==> src/core/sac_pkg.sv <==
package sac_pkg;

    // Clock and timing
    localparam int CLK_PERIOD_NS = 10;
    localparam int SETUP_NS      = 1425;
    localparam int SETUP_CYC     = (SETUP_NS + CLK_PERIOD_NS - 1) / CLK_PERIOD_NS;
    localparam int CONV_NS       = 10000;
    localparam int CONV_CYC      = CONV_NS / CLK_PERIOD_NS;
    localparam int TIMER_W       = 11;

    // Word layout
    localparam int RESULT_W  = 12;
    localparam int ADDR_BITS = 4;
    localparam int CMD_BITS  = 8;
    localparam int XFER_BITS = 12;
    localparam int CNT_W     = 4;
    localparam int FIFO_DEPTH = 4;

    // Reset values
    localparam logic [RESULT_W-1:0] RESULT_RST = 12'h000;
    localparam logic [ADDR_BITS-1:0] ADDR_RST  = 4'h0;

    typedef enum logic [1:0] {
        SAC_IDLE  = 2'h0,
        SAC_SETUP = 2'h1,
        SAC_XFER  = 2'h2,
        SAC_HOLD  = 2'h3
    } sac_state_t;

endpackage : sac_pkg

==> src/core/sac_stream_if.sv <==
`timescale 1ns/1ns
`default_nettype none

interface sac_stream_if #(parameter int WIDTH = 12);
    logic [WIDTH-1:0] data;
    logic             valid;
    logic             ready;

    modport src (output data, output valid, input ready);
    modport snk (input data, input valid, output ready);
endinterface : sac_stream_if

`default_nettype wire

==> src/core/sac_serial_ctrl.sv <==
`timescale 1ns/1ns
`default_nettype none

module sac_serial_ctrl #(
    parameter int RESULT_W   = sac_pkg::RESULT_W,
    parameter int XFER_BITS  = sac_pkg::XFER_BITS,
    parameter int FIFO_DEPTH = sac_pkg::FIFO_DEPTH
) (
    // Clock and reset
    input  wire logic                            sys_clk,
    input  wire logic                            rst_n,
    // Serial pins
    input  wire logic                            sel_n,
    input  wire logic                            shift_clk,
    input  wire logic                            sdi,
    output logic                                 sdo,
    output logic                                 sdo_oe,
    output logic                                 conv_done,
    // Format
    input  wire logic                            lsb_first,
    // Converter core side
    output logic [sac_pkg::ADDR_BITS-1:0]        chan_sel,
    output logic                                 chan_valid,
    output logic [sac_pkg::CMD_BITS-1:0]         cmd_word,
    output logic                                 sampling,
    output logic                                 conv_start,
    input  wire logic [RESULT_W-1:0]             conv_result
);

    if (RESULT_W != XFER_BITS || XFER_BITS < sac_pkg::CMD_BITS || XFER_BITS > 15) begin : g_bad
        $error("sac_serial_ctrl: transfer length must equal result width, 8 to 15 bits");
    end

    ////////////////////////////////////////////////////////////////////////////
    // Pin synchronisers

    logic sel_m, sel_s, sel_d;
    logic clk_m, clk_s, clk_d;
    logic sdi_m, sdi_s;
    logic sel_fall, sel_rise, sclk_rise, sclk_fall;

    always_ff @(posedge sys_clk) begin
        if (!rst_n) begin
            sel_m <= 1'b1;
            sel_s <= 1'b1;
            sel_d <= 1'b1;
            clk_m <= 1'b0;
            clk_s <= 1'b0;
            clk_d <= 1'b0;
            sdi_m <= 1'b0;
            sdi_s <= 1'b0;
        end else begin
            sel_m <= sel_n;
            sel_s <= sel_m;
            sel_d <= sel_s;
            clk_m <= shift_clk;
            clk_s <= clk_m;
            clk_d <= clk_s;
            sdi_m <= sdi;
            sdi_s <= sdi_m;
        end
    end

    // Data and clock share the same synchroniser depth, so rises sample aligned data
    assign sel_fall  = sel_d && !sel_s;
    assign sel_rise  = !sel_d && sel_s;
    assign sclk_rise = clk_s && !clk_d;
    assign sclk_fall = !clk_s && clk_d;

    ////////////////////////////////////////////////////////////////////////////
    // Transfer sequencing

    sac_pkg::sac_state_t             state;
    logic [sac_pkg::TIMER_W-1:0]     setup_cnt;
    logic [sac_pkg::CNT_W-1:0]       rise_cnt;
    logic [sac_pkg::CNT_W-1:0]       fall_cnt;
    logic                            xfer_rise;
    logic                            xfer_fall;
    logic                            last_fall;

    assign xfer_rise = (state == sac_pkg::SAC_XFER) && sclk_rise;
    assign xfer_fall = (state == sac_pkg::SAC_XFER) && sclk_fall;
    assign last_fall = xfer_fall && (fall_cnt == sac_pkg::CNT_W'(XFER_BITS - 1));

    always_ff @(posedge sys_clk) begin
        if (!rst_n) begin
            state <= sac_pkg::SAC_IDLE;
        end else if (sel_rise) begin
            state <= sac_pkg::SAC_IDLE;
        end else if (sel_fall) begin
            state <= sac_pkg::SAC_SETUP;
        end else begin
            unique case (state)
                sac_pkg::SAC_IDLE: begin
                    state <= sac_pkg::SAC_IDLE;
                end
                sac_pkg::SAC_SETUP: begin
                    if (setup_cnt == sac_pkg::TIMER_W'(sac_pkg::SETUP_CYC - 1)) begin
                        state <= sac_pkg::SAC_XFER;
                    end
                end
                sac_pkg::SAC_XFER: begin
                    if (last_fall) begin
                        state <= sac_pkg::SAC_HOLD;
                    end
                end
                sac_pkg::SAC_HOLD: begin
                    state <= sac_pkg::SAC_HOLD;
                end
            endcase
        end
    end

    // Setup guard: shift clock edges seen here are dropped, filtering stray shift clock pulses
    always_ff @(posedge sys_clk) begin
        if (!rst_n || sel_fall) begin
            setup_cnt <= '0;
        end else if (state == sac_pkg::SAC_SETUP) begin
            setup_cnt <= setup_cnt + sac_pkg::TIMER_W'(1);
        end
    end

    always_ff @(posedge sys_clk) begin
        if (!rst_n || sel_fall) begin
            rise_cnt <= '0;
            fall_cnt <= '0;
        end else begin
            if (xfer_rise && rise_cnt != sac_pkg::CNT_W'(XFER_BITS)) begin
                rise_cnt <= rise_cnt + sac_pkg::CNT_W'(1);
            end
            if (xfer_fall && fall_cnt != sac_pkg::CNT_W'(XFER_BITS)) begin
                fall_cnt <= fall_cnt + sac_pkg::CNT_W'(1);
            end
        end
    end

    ////////////////////////////////////////////////////////////////////////////
    // Serial input capture

    logic [XFER_BITS-1:0] in_shift;

    always_ff @(posedge sys_clk) begin
        if (!rst_n) begin
            in_shift <= '0;
        end else if (xfer_rise) begin
            in_shift <= {in_shift[XFER_BITS-2:0], sdi_s};
        end
    end

    // Address latches on the fourth rise and feeds the multiplexer at once
    always_ff @(posedge sys_clk) begin
        if (!rst_n) begin
            chan_sel   <= sac_pkg::ADDR_RST;
            chan_valid <= 1'b0;
        end else if (sel_fall) begin
            chan_valid <= 1'b0;
        end else if (xfer_rise && rise_cnt == sac_pkg::CNT_W'(sac_pkg::ADDR_BITS - 1)) begin
            chan_sel   <= {in_shift[sac_pkg::ADDR_BITS-2:0], sdi_s};
            chan_valid <= 1'b1;
        end
    end

    always_ff @(posedge sys_clk) begin
        if (!rst_n) begin
            cmd_word <= '0;
        end else if (xfer_rise && rise_cnt == sac_pkg::CNT_W'(sac_pkg::CMD_BITS - 1)) begin
            cmd_word <= {in_shift[sac_pkg::CMD_BITS-2:0], sdi_s};
        end
    end

    // Sampling window runs from the fourth fall to the last fall
    always_ff @(posedge sys_clk) begin
        if (!rst_n || sel_fall || sel_rise) begin
            sampling <= 1'b0;
        end else if (last_fall) begin
            sampling <= 1'b0;
        end else if (xfer_fall && fall_cnt == sac_pkg::CNT_W'(sac_pkg::ADDR_BITS - 1)) begin
            sampling <= 1'b1;
        end
    end

    ////////////////////////////////////////////////////////////////////////////
    // Result buffer and serial output

    sac_stream_if #(.WIDTH(RESULT_W)) push_if ();
    sac_stream_if #(.WIDTH(RESULT_W)) pop_if ();

    sac_fifo #(
        .WIDTH (RESULT_W),
        .DEPTH (FIFO_DEPTH)
    ) u_fifo (
        .sys_clk (sys_clk),
        .rst_n   (rst_n),
        .wr      (push_if.snk),
        .rd      (pop_if.src)
    );

    logic [RESULT_W-1:0] out_shift;
    logic [RESULT_W-1:0] last_result;
    logic [RESULT_W-1:0] next_word;

    // An empty buffer repeats the last result rather than stalling the host
    assign pop_if.ready = sel_fall;
    assign next_word    = pop_if.valid ? pop_if.data : last_result;

    always_ff @(posedge sys_clk) begin
        if (!rst_n) begin
            last_result <= sac_pkg::RESULT_RST;
        end else if (sel_fall) begin
            last_result <= next_word;
        end
    end

    always_ff @(posedge sys_clk) begin
        if (!rst_n) begin
            out_shift <= sac_pkg::RESULT_RST;
        end else if (sel_fall) begin
            out_shift <= next_word;
        end else if (xfer_fall && !last_fall) begin
            if (lsb_first) begin
                out_shift <= {1'b0, out_shift[RESULT_W-1:1]};
            end else begin
                out_shift <= {out_shift[RESULT_W-2:0], 1'b0};
            end
        end
    end

    assign sdo = lsb_first ? out_shift[0] : out_shift[RESULT_W-1];

    always_ff @(posedge sys_clk) begin
        if (!rst_n) begin
            sdo_oe <= 1'b0;
        end else begin
            sdo_oe <= !sel_s;
        end
    end

    ////////////////////////////////////////////////////////////////////////////
    // Conversion sequencer

    logic                        conv_busy;
    logic                        push_pend;
    logic [sac_pkg::TIMER_W-1:0] conv_cnt;
    logic [RESULT_W-1:0]         push_data;

    assign push_if.valid = push_pend;
    assign push_if.data  = push_data;

    always_ff @(posedge sys_clk) begin
        if (!rst_n) begin
            conv_start <= 1'b0;
        end else begin
            conv_start <= last_fall;
        end
    end

    // A full buffer holds the finished word and keeps done low until room appears
    always_ff @(posedge sys_clk) begin
        if (!rst_n) begin
            conv_busy <= 1'b0;
            push_pend <= 1'b0;
            conv_cnt  <= '0;
            push_data <= sac_pkg::RESULT_RST;
        end else if (last_fall) begin
            conv_busy <= 1'b1;
            push_pend <= 1'b0;
            conv_cnt  <= '0;
        end else if (conv_busy) begin
            if (conv_cnt == sac_pkg::TIMER_W'(sac_pkg::CONV_CYC - 1)) begin
                conv_busy <= 1'b0;
                push_pend <= 1'b1;
                push_data <= conv_result;
            end else begin
                conv_cnt <= conv_cnt + sac_pkg::TIMER_W'(1);
            end
        end else if (push_pend && push_if.ready) begin
            push_pend <= 1'b0;
        end
    end

    always_ff @(posedge sys_clk) begin
        if (!rst_n) begin
            conv_done <= 1'b1;
        end else if (last_fall) begin
            conv_done <= 1'b0;
        end else if (push_pend && push_if.ready) begin
            conv_done <= 1'b1;
        end
    end

    ////////////////////////////////////////////////////////////////////////////
    // Checks

    chk_sdo_hiz: assert property (@(posedge sys_clk) disable iff (!rst_n)
        sel_s && sel_d |=> !sdo_oe)
        else $error("serial output driven while select high");

    chk_sdo_drive: assert property (@(posedge sys_clk) disable iff (!rst_n)
        sel_fall |=> sdo_oe && out_shift == $past(next_word))
        else $error("select fall did not drive first result bit");

    chk_fall_shift: assert property (@(posedge sys_clk) disable iff (!rst_n)
        xfer_fall && !last_fall && !sel_rise && !lsb_first
        |=> out_shift == {$past(out_shift[RESULT_W-2:0]), 1'b0})
        else $error("output did not advance on shift clock fall");

    chk_rise_hold: assert property (@(posedge sys_clk) disable iff (!rst_n)
        sclk_rise && !sel_fall |=> $stable(out_shift))
        else $error("output changed on a rising edge");

    chk_done_low: assert property (@(posedge sys_clk) disable iff (!rst_n)
        last_fall |=> !conv_done [*8])
        else $error("done not held low after final fall");

    chk_addr_valid: assert property (@(posedge sys_clk) disable iff (!rst_n)
        xfer_rise && rise_cnt == 4'h3 && !sel_fall
        |=> chan_valid && chan_sel == {$past(in_shift[2:0]), $past(sdi_s)})
        else $error("channel not selected after fourth rise");

    chk_cmd_word: assert property (@(posedge sys_clk) disable iff (!rst_n)
        xfer_rise && rise_cnt == 4'h7 && !sel_fall
        |=> cmd_word == {$past(in_shift[6:0]), $past(sdi_s)})
        else $error("input data register not loaded on eighth rise");

    chk_sample_win: assert property (@(posedge sys_clk) disable iff (!rst_n)
        sampling |-> state == sac_pkg::SAC_XFER && fall_cnt >= 4'h4)
        else $error("sampling outside its window");

    chk_setup_ignore: assert property (@(posedge sys_clk) disable iff (!rst_n)
        state == sac_pkg::SAC_SETUP && !sel_fall |=> rise_cnt == 4'h0 && fall_cnt == 4'h0)
        else $error("shift clock accepted during setup guard");

    chk_sel_rise: assert property (@(posedge sys_clk) disable iff (!rst_n)
        sel_rise |=> state == sac_pkg::SAC_IDLE ##1 $stable(rise_cnt))
        else $error("serial input still accepted after select rose");

    chk_done_rise: assert property (@(posedge sys_clk) disable iff (!rst_n)
        $rose(conv_done) |-> $past(push_pend) && $past(push_if.ready))
        else $error("done rose without a finished result");

    chk_conv_start: assert property (@(posedge sys_clk) disable iff (!rst_n)
        last_fall |=> conv_start && conv_busy ##1 conv_busy [*8])
        else $error("conversion not handed to sequencer");

endmodule : sac_serial_ctrl

`default_nettype wire

==> src/core/sac_fifo.sv <==
`timescale 1ns/1ns
`default_nettype none

module sac_fifo #(
    parameter int WIDTH = 12,
    parameter int DEPTH = 4
) (
    // Clock and reset
    input  wire logic   sys_clk,
    input  wire logic   rst_n,
    // Fill and drain sides
    sac_stream_if.snk   wr,
    sac_stream_if.src   rd
);
    localparam int AW = (DEPTH > 1) ? $clog2(DEPTH) : 1;

    if (DEPTH < 2 || WIDTH < 1) begin : g_bad_param
        $error("sac_fifo needs DEPTH of at least 2 and WIDTH of at least 1");
    end

    logic [WIDTH-1:0] mem [DEPTH];
    logic [AW-1:0]    wp;
    logic [AW-1:0]    rp;
    logic [AW:0]      cnt;
    logic             do_wr;
    logic             do_rd;

    assign wr.ready = (cnt != (AW+1)'(DEPTH));
    assign rd.valid = (cnt != '0);
    assign rd.data  = mem[rp];
    assign do_wr    = wr.valid && wr.ready;
    assign do_rd    = rd.valid && rd.ready;

    always_ff @(posedge sys_clk) begin
        if (do_wr) begin
            mem[wp] <= wr.data;
        end
    end

    always_ff @(posedge sys_clk) begin
        if (!rst_n) begin
            wp <= '0;
            rp <= '0;
        end else begin
            if (do_wr) begin
                wp <= (wp == AW'(DEPTH - 1)) ? '0 : wp + AW'(1);
            end
            if (do_rd) begin
                rp <= (rp == AW'(DEPTH - 1)) ? '0 : rp + AW'(1);
            end
        end
    end

    always_ff @(posedge sys_clk) begin
        if (!rst_n) begin
            cnt <= '0;
        end else if (do_wr && !do_rd) begin
            cnt <= cnt + (AW+1)'(1);
        end else if (do_rd && !do_wr) begin
            cnt <= cnt - (AW+1)'(1);
        end
    end

endmodule : sac_fifo

`default_nettype wire

==> config.mk <==
export PLATFORM = sky130hd
export DESIGN_NAME = sac_serial_ctrl
export DESIGN_NICKNAME = d
export VERILOG_FILES = /design/src/core/sac_pkg.sv /design/src/core/sac_stream_if.sv /design/src/core/sac_serial_ctrl.sv /design/src/core/sac_fifo.sv
export SDC_FILE = /design/constraint.sdc
export NUM_CORES = 1
export LEC_CHECK = 0
export ABC_AREA = 1
export CORE_UTILIZATION = 55
export CTS_BUF_LIST = sky130_fd_sc_hd__clkbuf_16
export CTS_CLUSTER_SIZE = 10
export DETAILED_ROUTE_END_ITERATION = 8
export DONT_BUFFER_PORTS = 1
export MAX_ROUTING_LAYER = met4
export PLACE_DENSITY = 0.68
export RECOVER_POWER = 50
export SETUP_SLACK_MARGIN = 0.2
export SYNTH_ARGS = -nofsm -noshare
export SYNTH_HDL_FRONTEND = slang
export SYNTH_SLANG_ARGS = --single-unit
==> constraint.sdc <==
create_clock -name sys_clk -period 2.35 [get_ports sys_clk]
set_clock_uncertainty 0.15 [all_clocks]
set_input_delay 0.3525 -clock sys_clk [delete_from_list [all_inputs] [get_ports sys_clk]]
set_output_delay 0.3525 -clock sys_clk [all_outputs]
set_load 0.03 [all_outputs]
## Yosys cells after proc, flatten, opt, wreduce, memory -nomap -nowiden

Memories as Yosys holds them, arrays and structs flattened. A register that Yosys moved wholly into a read port is not among the register bits.
Index checks and enable logic that the tools add are counted.
Widths: inputs -> output; s select.

| storage, ports and cells | value |
|---|---|
| register bits | 109 |
| RAM bits | 48 |
| input port bits | 18 |
| output and inout port bits | 18 |
| logic and storage cells | 131 |
| memories | 1 |

Memories:

| memory | depth | bits a word | read ports | clocked after memory_dff | wr ports | line | source |
|---|---|---|---|---|---|---|---|
| u_fifo.mem | 4 | 12 | 1 | 1 | 1 | sac_fifo.sv:21 | `logic [WIDTH-1:0] mem [DEPTH];` |

| cells by class | value |
|---|---|
| $add $sub $neg | 8 |
| equal/unequal tests | 19 |
| multiplexer cells | 25 |
| bitwise gates (word level) | 4 |
| reduce and logical (&&, ||, !) cells | 44 |

Operators by type and width:

| cell | count |
|---|---|
| $mux 12 | 4 |
| $add 11x1->11 const B | 2 |
| $logic_and 1x1->1 | 17 |
| $mux 1 | 12 |
| $mux 2 | 6 |
| $eq 11x10->1 const B | 1 |
| $eq 11x8->1 const B | 1 |
| $reduce_and 2->1 | 5 |
| $ne 3x3->1 const B | 3 |
| $add 4x1->4 const B | 2 |
| $eq 2x2->1 const B | 4 |
| $eq 4x2->1 const B | 2 |
| $logic_not 1->1 | 8 |
| $ne 4x4->1 const B | 2 |
| $pmux 2 s4 | 1 |
| $reduce_bool 2->1 | 4 |
| $reduce_or 2->1 | 4 |
| $mux 3 | 2 |
| $add 2x1->2 const B | 2 |
| $eq 4x3->1 const B | 1 |
| $eq 4x4->1 const B | 1 |
| $ne 2x2->1 const B | 2 |
| $not 1->1 | 4 |
| $add 3x1->3 const B | 1 |
| 8 further kinds | 9 |

## Depth between registers and ports, before layout

Gate-level depths: netlist of the first run.

| depth | value |
|---|---|
| depth after elaboration | 8 |
| mapped depth | 11 |
| mapped depth without buffers | 11 |

## Hierarchy

A second synthesis of the first run with hierarchy kept.

| second synthesis, totals | value |
|---|---|
| cells, all modules | 847 |
| area total of the unflattened synthesis | 6876.6 um2 |

By module, submodules not included:

| module | times used | cells each | area an instance (um2) | sequential area each (um2) |
|---|---|---|---|---|
| sac_serial_ctrl | 1 | 661 | 4596.9 | 2042.0 |
| sac_fifo | 1 | 186 | 2279.7 | 1621.6 |

## Least setup slack after synthesis of the first run

OpenSTA, ideal clock, no wires.

| path | value |
|---|---|
| kind | reg-to-reg |
| from | register u_fifo.cnt[0] |
| to | register u_fifo.cnt[2] |
| library setup time | 0.122 ns |
| arrival | 1.703 ns |
| data required time | 2.078 ns |
| slack | 0.375 ns |
| stages on the path, launching flop included | 12 |
| path buffers | 0 |
| clock period less this slack | 1.975 ns |
| cells stage by stage | dfxtp_1 -> nor2_1 -> nand2_1 -> nand2_1 -> inv_1 -> ha_1 -> inv_1 -> fa_1 -> a21oi_1 -> o21ai_0 -> o21ai_0 -> a21oi_1 |

| between the ends | value |
|---|---|
| word-level cells in the longest chain between the ends | 5 |
| elaborated cells between the ends (all ways) | 13 |
| classes of those cells | add/sub (2); eq/ne (1); mux (2); reduce/logical (8) |

RTL lines:

| element | line | source |
|---|---|---|
| start: declaration | sac_fifo.sv:24 | `logic [AW:0] cnt;` |
| start signal: assignment | sac_fifo.sv:58 | `cnt <= cnt + (AW+1)'(1);` |
| start signal: assignment | sac_fifo.sv:60 | `cnt <= cnt - (AW+1)'(1);` |
| $ne 3x3->1 (*) | sac_fifo.sv:28 | `assign wr.ready = (cnt != (AW+1)'(DEPTH));` |
| $logic_and 1x1->1 (*) | sac_fifo.sv:31 | `assign do_wr = wr.valid && wr.ready;` |
| named net u_fifo.do_wr | sac_fifo.sv:25 | `logic do_wr;` |
| $logic_not 1->1 | sac_fifo.sv:59 | `end else if (do_rd && !do_wr) begin` |
| $logic_and 1x1->1 | sac_fifo.sv:59 |  |
| $reduce_bool 2->1 (no line) | - |  |

The timed path passes the listed nets; every way through them passes the cells marked *. The select of a mux whose other input is x is not followed.
A chain may end at the register's enable or synchronous reset.

## Worst setup path after layout of the first run

| path | value |
|---|---|
| from | register u_fifo.cnt[0] |
| to | memory u_fifo.mem[0][2], enable pin |

| between the ends | value |
|---|---|
| word-level cells in the longest chain between the ends | 4 |

RTL lines:

| element | line | source |
|---|---|---|
| $ne 3x3->1 | sac_fifo.sv:28 |  |
| $logic_and 1x1->1 | sac_fifo.sv:31 |  |
| $mux 1 | sac_fifo.sv:35 | `if (do_wr) begin` |
| $mux 1 (implied by the code) | sac_fifo.sv:36 | `mem[wp] <= wr.data;` |
| end: declaration | sac_fifo.sv:21 |  |

Every way passes these cells.

==> out/metrics.csv, run 1 <==
stage;metric;value;unit
logic_synthesis;leading area contributor after synthesis;dfxtp_1;
setup_path;Worst setup SP type;flip-flop;
worst_hold_path;Hold Crit Class;input pin to flip-flop;
floorplanning;core area;12110;µm²
run_status;outcome;completed;
floorplanning;IO Pins;36;
drt;DR pass1 iterations;5;
setup_path;crit path max fanout;12;
timing;slew margin rel.;7.203;%
placed_design;Port Buffers;0;
drt;per-cell routed wire length;13.51;µm
clock_tree;CTS tree;built;
setup_path;critical-path cell list;nor2_1 > nand2_1 > nand2_1 > clkbuf_1 > nor2_1 > clkbuf_1;
clock_tree;# clock sinks;159;
logic_synthesis;EDFF count, synth;48;
floorplanning;Die Width;114.0;µm
floorplanning;die area;12990;µm²
grt;vias in the first global route;5183;
logic_synthesis;largest cells by area after synthesis;dfxtp_1 32%, edfxtp_1 21%, nand2_1 9.1%;
grt;first-pass GRT wire length;23.83;mm
final_layout;commonest cells after routing, fill and taps aside;170 x nand2_1, 110 x dfxtp_1, 101 x nor2_1, 93 x inv_1, 91 x o21ai_0;
final_layout;commonest non-fill, non-tap cell in the layout;nand2_1;
placed_design;DP Cell Count;986;
setup_path;r2r worst-path depth;6;
grt;Total GRT Usage;24.07;%
pwr;clock power share;45.4;%
pwr;total power;5.449;mW
setup_path;R2R Setup Slk;0.28;ns
timing;Max Fclk;482.3;MHz
timing;Final min period;2.074;ns
pwr;Pwr Density;704.8;nW/µm²
drt;drt total wl;13.97;mm
grt;initial antenna violation count;0;
clock_tree;post-CTS setup buffer count;0;
grt;largest net degree at the start of global routing;43;
floorplanning;Die Y-Extent;114.0;µm
final_layout;Final Cell Area;7731;µm²
pwr;Leakage;3.019;nW
setup_path;CP max stage cell;clkbuf_1;
logic_synthesis;gate count after technology mapping;838;
pwr;switching fraction of total power;20.92;%
timing;Hold Fails Final Rpt;0;
worst_hold_path;WHS Path Cells;3;
drt;Vias;5414;
timing;setup TNS;0;ns
setup_path;FF-to-FF Start;u_fifo.cnt[0]$_SDFFE_PN0P_;
job;max-capacitance violation count;0;
final_layout;share of cells above drive strength 1;8.083;%
timing;Worst-Margin Slew;1.392;ns
floorplanning;num rows;40;
timing;Final Max Tran Viols;0;
final_layout;number of inserted diodes;0;
pwr;peak supply drop;637.7;µV
final_layout;Area Growth Syn to Fin;12.12;%
pwr;power share of the combinational group;2.4;%
final_layout;Filler cells;1061;
logic_synthesis;post-synth cell types;36;
logic_synthesis;ys flop type;dfxtp_1;
placed_design;placed cell areas;7041;µm²
logic_synthesis;post-synth design cell area;6895;µm²
drt;Via density;5.236;
clock_tree;Max Buffers Root-to-Sink;2;
clock_tree;CTS Root Cell;clkbuf_16;
timing;fin crit share;88.24;%
setup_path;arrival time worst endpoint;1.97;ns
setup_path;Req. time, crit path;2.24;ns
pwr;Int Power;4.309;mW
logic_synthesis;async set-or-reset flop fraction in the synthesized netlist;0;%
floorplanning;Starting Density;56.93;%
pwr;Seq pwr share;52.2;%
clock_tree;H-tree depth;4;
logic_synthesis;Yosys reg bits;159;
final_layout;Finished Core Util;63.83;%
timing;Setup violations, final;0;
setup_path;CP endpoint kind;flip-flop;
final_layout;nets;885;
drt;ANT nets after route;0;
logic_synthesis;Syn. warnings;0;
setup_path;critical path class;flip-flop to flip-flop;
grt;grt ovf;0;
placed_design;HPWL Detailed;9.076;mm
clock_tree;Clock transition at path regs;0.06;ns
logic_synthesis;top-area cell type share of the netlist area;32.23;%
drt;Initial DRC Count;377;
worst_hold_path;Hold Path Sink;out_shift[11]$_SDFFE_PN0P_;
final_layout;Finished Layout Cells;1034;
pwr;NetSw;1.140;mW
timing;RSZ-0062 raised after global routing;true;
setup_path;RR Endpoint;u_fifo.mem[0][2]$_DFFE_PP_;
setup_path;CP max stage delay;0.61;ns
placed_design;Routability Congestion;0.8362;
drt;# DRC;0;
logic_synthesis;Syn Nets;870;
logic_synthesis;Avg Cell Area, Syn;8.228;µm²
logic_synthesis;post-synthesis sequential area ratio;53.13;%
clock_tree;Num CTS Buffers;17;
clock_tree;clk_lat worst skew;0.42;ns
worst_hold_path;hold_sp;lsb_first;
## worst max-delay path, delay by kind of cell, from the launching register on
family | cells | cell delay (ns)
simple gates | 4 | 0.36
buf+inv | 2 | 0.79
flops | 1 | 0.40
## power groups by stage
stage          logic, mW  clock network [mW]  registers, mW
2_1_floorplan     0.0877                   0           2.90
3_3_place_gp      0.0963                   0           2.90
3_5_place_dp      0.0996                   0           2.90
4_1_cts            0.133                2.53           2.84
5_1_grt            0.149                2.66           2.84
6_report           0.131                2.48           2.84
## area by class of cell
| cell class | instances | area [µm²] | share of cell area [%] |
|---|---|---|---|
| inverter | 94 | 352.8 | 4.564 |
| sequential | 159 | 3665 | 47.40 |
| tap | 168 | 210.2 | 2.719 |
| clock inverter | 15 | 110.1 | 1.424 |
| multi-input combinational | 549 | 2696 | 34.88 |
| clock buffer | 17 | 425.4 | 5.503 |
| timing repair buffer | 32 | 271.5 | 3.512 |
## cells in the mapped netlist (4+ instances only)
cell and n:
ha_1 13, inv_2 6, nand4_1 20, dfxtp_1 111, o21ai_1 17, clkbuf_1 16, nand3_1 27, nor2_1 101
edfxtp_1 48, xor2_1 4, o21ai_0 93, nand2_1 167, inv_1 88, nand2_2 8, a21oi_1 66, buf_2 13
nand3_2 4, a21oi_2 8
## metrics by stage
step | hold WS [ns] | worst slack [ns]
finish | 0.07627 | 0.2764
detailed placement | 0.2468 | 0.3216
global route | 0.07632 | 0.09634
global placement | 0.2489 | 0.3949
floorplan | 0.2405 | 0.3754
CTS | 0.05608 | 0.3021
## worst max-delay path by stage
stage	from	slack, ns	cells after the start	end
after floorplan	u_fifo.cnt[0]$_SDFFE_PN0P_	0.38	11	u_fifo.cnt[2]$_SDFFE_PN0P_
after detailed placement	u_fifo.cnt[0]$_SDFFE_PN0P_	0.32	11	u_fifo.cnt[2]$_SDFFE_PN0P_
after CTS	u_fifo.cnt[0]$_SDFFE_PN0P_	0.30	11	u_fifo.cnt[2]$_SDFFE_PN0P_
after global placement	u_fifo.cnt[0]$_SDFFE_PN0P_	0.39	10	u_fifo.cnt[2]$_SDFFE_PN0P_
final	u_fifo.cnt[0]$_SDFFE_PN0P_	0.28	6	u_fifo.mem[0][2]$_DFFE_PP_
after global routing	state[0]$_SDFFE_PP0P_	0.1	8	cmd_word[5]$_SDFFE_PN0P_
## cell families after synthesis
logic type      share of synthesized area [%]
simple gates                            21.54
fa+ha+maj                               2.649
xor+xnor                               0.5080
flops                                   53.13
buf+inv                                 7.802
compound gates                          14.37
## sequential cells by signal, summed over array words and instances (netlist names), 2 cells and up, named ones only
register,count
u_fifo.mem,48
last_result,12
out_shift,12
push_data,12
conv_cnt,11
setup_cnt,11
cmd_word,8
in_shift,7
chan_sel,4
fall_cnt,4
rise_cnt,4
u_fifo.cnt,3
state,2
u_fifo.rp,2
u_fifo.wp,2
## layer usage
metal  up-vias  wire length, µm  GRT usage (%)
li1       2780                -              -
met1      2520             6343          29.64
met2       101             6881          38.67
met3        13              626          6.429
met4         0              117          7.619
met5         -                0              -
## what timing repair did
action / CTS / global route
endpoints found under the hold margin: 57 / 0
gates resized for setup: 0 / 6
endpoints found under the setup margin: 0 / 23
hold buffers: 16 / 0
Power figures use the tool's default switching activity.
==> inputs of run 2 (changes only) <==
==> constraint.sdc (replaced) <==
create_clock -name sys_clk -period 2.5 [get_ports sys_clk]
set_clock_uncertainty 0.15 [all_clocks]
set_input_delay 0.375 -clock sys_clk [delete_from_list [all_inputs] [get_ports sys_clk]]
set_output_delay 0.375 -clock sys_clk [all_outputs]
set_load 0.03 [all_outputs]
==> run 2 against run 1 <==
Compared with the run above:
- the run now ends with capacitance limit, slew limit left
- sequential power fell by 6%
- register-to-register slack improved by 0.06 ns
- cell count decreased by 0.39%
- non-clock buffer count down 4
- maximum frequency fell by 4.1%
- clock power is 8.5% higher
- critical path depth up 5
- sequential cell count unchanged
- global-route usage shrank 0.37 points
- critical path type unchanged
- largest cell class unchanged
- largest power group is now the clock network
==> out/metrics.csv, run 2 (synthesized netlist as in run 1, its figures left out) <==
stage;metric;value;unit
final_layout;share of cells above drive strength 1;8.121;%
clock_tree;H-tree depth;4;
timing;slew margin rel.;-2.262;%
setup_path;Worst setup SP type;flip-flop;
drt;ANT nets after route;0;
floorplanning;Starting Density;56.93;%
grt;Total GRT Usage;23.69;%
floorplanning;die area;12990;µm²
drt;per-cell routed wire length;13.49;µm
placed_design;Port Buffers;0;
clock_tree;clk_lat worst skew;0.43;ns
clock_tree;Num CTS Buffers;17;
floorplanning;Die Width;114.0;µm
setup_path;CP endpoint kind;flip-flop;
placed_design;HPWL Detailed;8.984;mm
timing;Worst-Margin Slew;1.534;ns
drt;DR pass1 iterations;5;
grt;largest net degree at the start of global routing;43;
final_layout;max reg flops;48;
pwr;peak supply drop;786.0;µV
pwr;Pwr Density;704.7;nW/µm²
setup_path;arrival time worst endpoint;2.32;ns
timing;final worst setup slack;0.3379;ns
clock_tree;CTS Root Cell;clkbuf_16;
clock_tree;CTS tree;built;
worst_hold_path;Hold Crit Class;input pin to flip-flop;
run_status;outcome;finished with violations;
placed_design;pre-CTS setup slack;0.3502;ns
timing;Hold Fails Final Rpt;0;
timing;RSZ-0062 raised after global routing;false;
floorplanning;core area;12110;µm²
drt;Via density;5.266;
final_layout;Area Growth Syn to Fin;12.87;%
floorplanning;IO Pins;36;
setup_path;crit path max fanout;9;
setup_path;Req. time, crit path;2.66;ns
clock_tree;# clock sinks;159;
run_status;failing checks;capacitance limit, slew limit;
drt;Vias;5424;
final_layout;Finished Layout Cells;1030;
grt;grt ovf;0;
worst_hold_path;WHS Path Cells;2;
setup_path;critical path class;flip-flop to flip-flop;
setup_path;r2r worst-path depth;11;
drt;drt total wl;13.90;mm
drt;# DRC;0;
floorplanning;num rows;40;
placed_design;Routability Congestion;0.8233;
final_layout;commonest non-fill, non-tap cell in the layout;nand2_1;
timing;setup TNS;0;ns
floorplanning;Die Y-Extent;114.0;µm
timing;Max Fclk;462.5;MHz
drt;Initial DRC Count;371;
grt;first-pass GRT wire length;23.16;mm
final_layout;nets;881;
placed_design;placed cell areas;7018;µm²
timing;Final min period;2.162;ns
timing;Setup violations, final;0;
pwr;Leakage;3.044;nW
clock_tree;Max Buffers Root-to-Sink;2;
final_layout;number of inserted diodes;0;
timing;Fin Hold WS;0.02517;ns
final_layout;commonest cells after routing, fill and taps aside;169 x nand2_1, 111 x dfxtp_1, 101 x nor2_1, 93 x o21ai_0, 92 x inv_1;
job;max-capacitance violation count;1;
timing;fin crit share;86.49;%
final_layout;Final Cell Area;7782;µm²
timing;Final Max Tran Viols;33;
final_layout;Top reg by flops;u_fifo.mem;
clock_tree;Clock transition at path regs;0.06;ns
grt;vias in the first global route;5016;
grt;initial antenna violation count;0;
placed_design;DP Cell Count;983;
## run 2: cell count changes in the layout (fill, tap and decap cells not counted), moves of 2 or more
cell,before,now
inv_2,4,2
o21ai_0,91,93
bufinv_16,1,4
clkbuf_1,5,3
o21ai_1,19,17
clkinv_4,3,5
## run 2: repair_timing
item / CTS / global route
resized for setup: 0 / 1
setup buffers: 0 / 0
hold endpoints to repair: 56 / 0
endpoints found under the setup margin: 0 / 1
hold buffers: 15 / 0
## run 2: final timing paths
kind	startpoint	endpoint	slack [ns]
hold reg to reg	sel_m$_SDFF_PN1_	sel_s$_SDFF_PN1_	0.26
setup reg to reg	u_fifo.cnt[0]$_SDFFE_PN0P_	u_fifo.cnt[2]$_SDFFE_PN0P_	0.34
setup / recovery	u_fifo.cnt[0]$_SDFFE_PN0P_	u_fifo.cnt[2]$_SDFFE_PN0P_	0.34
hold / removal	conv_result[5]	push_data[5]$_SDFFE_PN0P_	0.03
## run 2: area by class of cell
class                   count  area (µm²)
clock buffers              17       425.4
inverters                  94       352.8
well taps                 168       210.2
flip-flops and latches    159        3664
clock inverters            15       195.2
repair buffers             28       246.5
multi-input cells         549        2689
fillers                  1022        4329
## run 2: critical path, stage by stage, from the launching register on
cell and delay [ns]:
dfxtp_1 0.39, nor2_1 0.08, nand2_1 0.08, nand2_1 0.16, inv_1 0.14, ha_1 0.15
inv_1 0.06, fa_1 0.37, a21oi_1 0.14, o21ai_0 0.11, o21ai_0 0.16, a21oi_1 0.06
## run 2: through the flow
stage | power, mW | utilization [%]
4_1_cts | 5.531 | 64.39
3_5_place_dp | 2.818 | 57.94
2_1_floorplan | 2.806 | -
3_3_place_gp | 2.814 | 57.94
6_report | 5.484 | 64.26
5_1_grt | 5.657 | 64.26
## run 2: layer usage
metal  up-vias  wire [µm]  GRT usage, %
met1      2541       6341         28.33
met2        94       6814         39.15
met3        16        607         6.589
met4         0        134         6.840
li1       2773          -             -
met5         -          0             -
## run 2: power breakdown
| group | total, mW | switching (mW) | internal [mW] |
|---|---|---|---|
| clock network | 2.69 | 1.03 | 1.67 |
| logic | 0.120 | 0.0773 | 0.0429 |
| registers | 2.67 | 0.0125 | 2.66 |
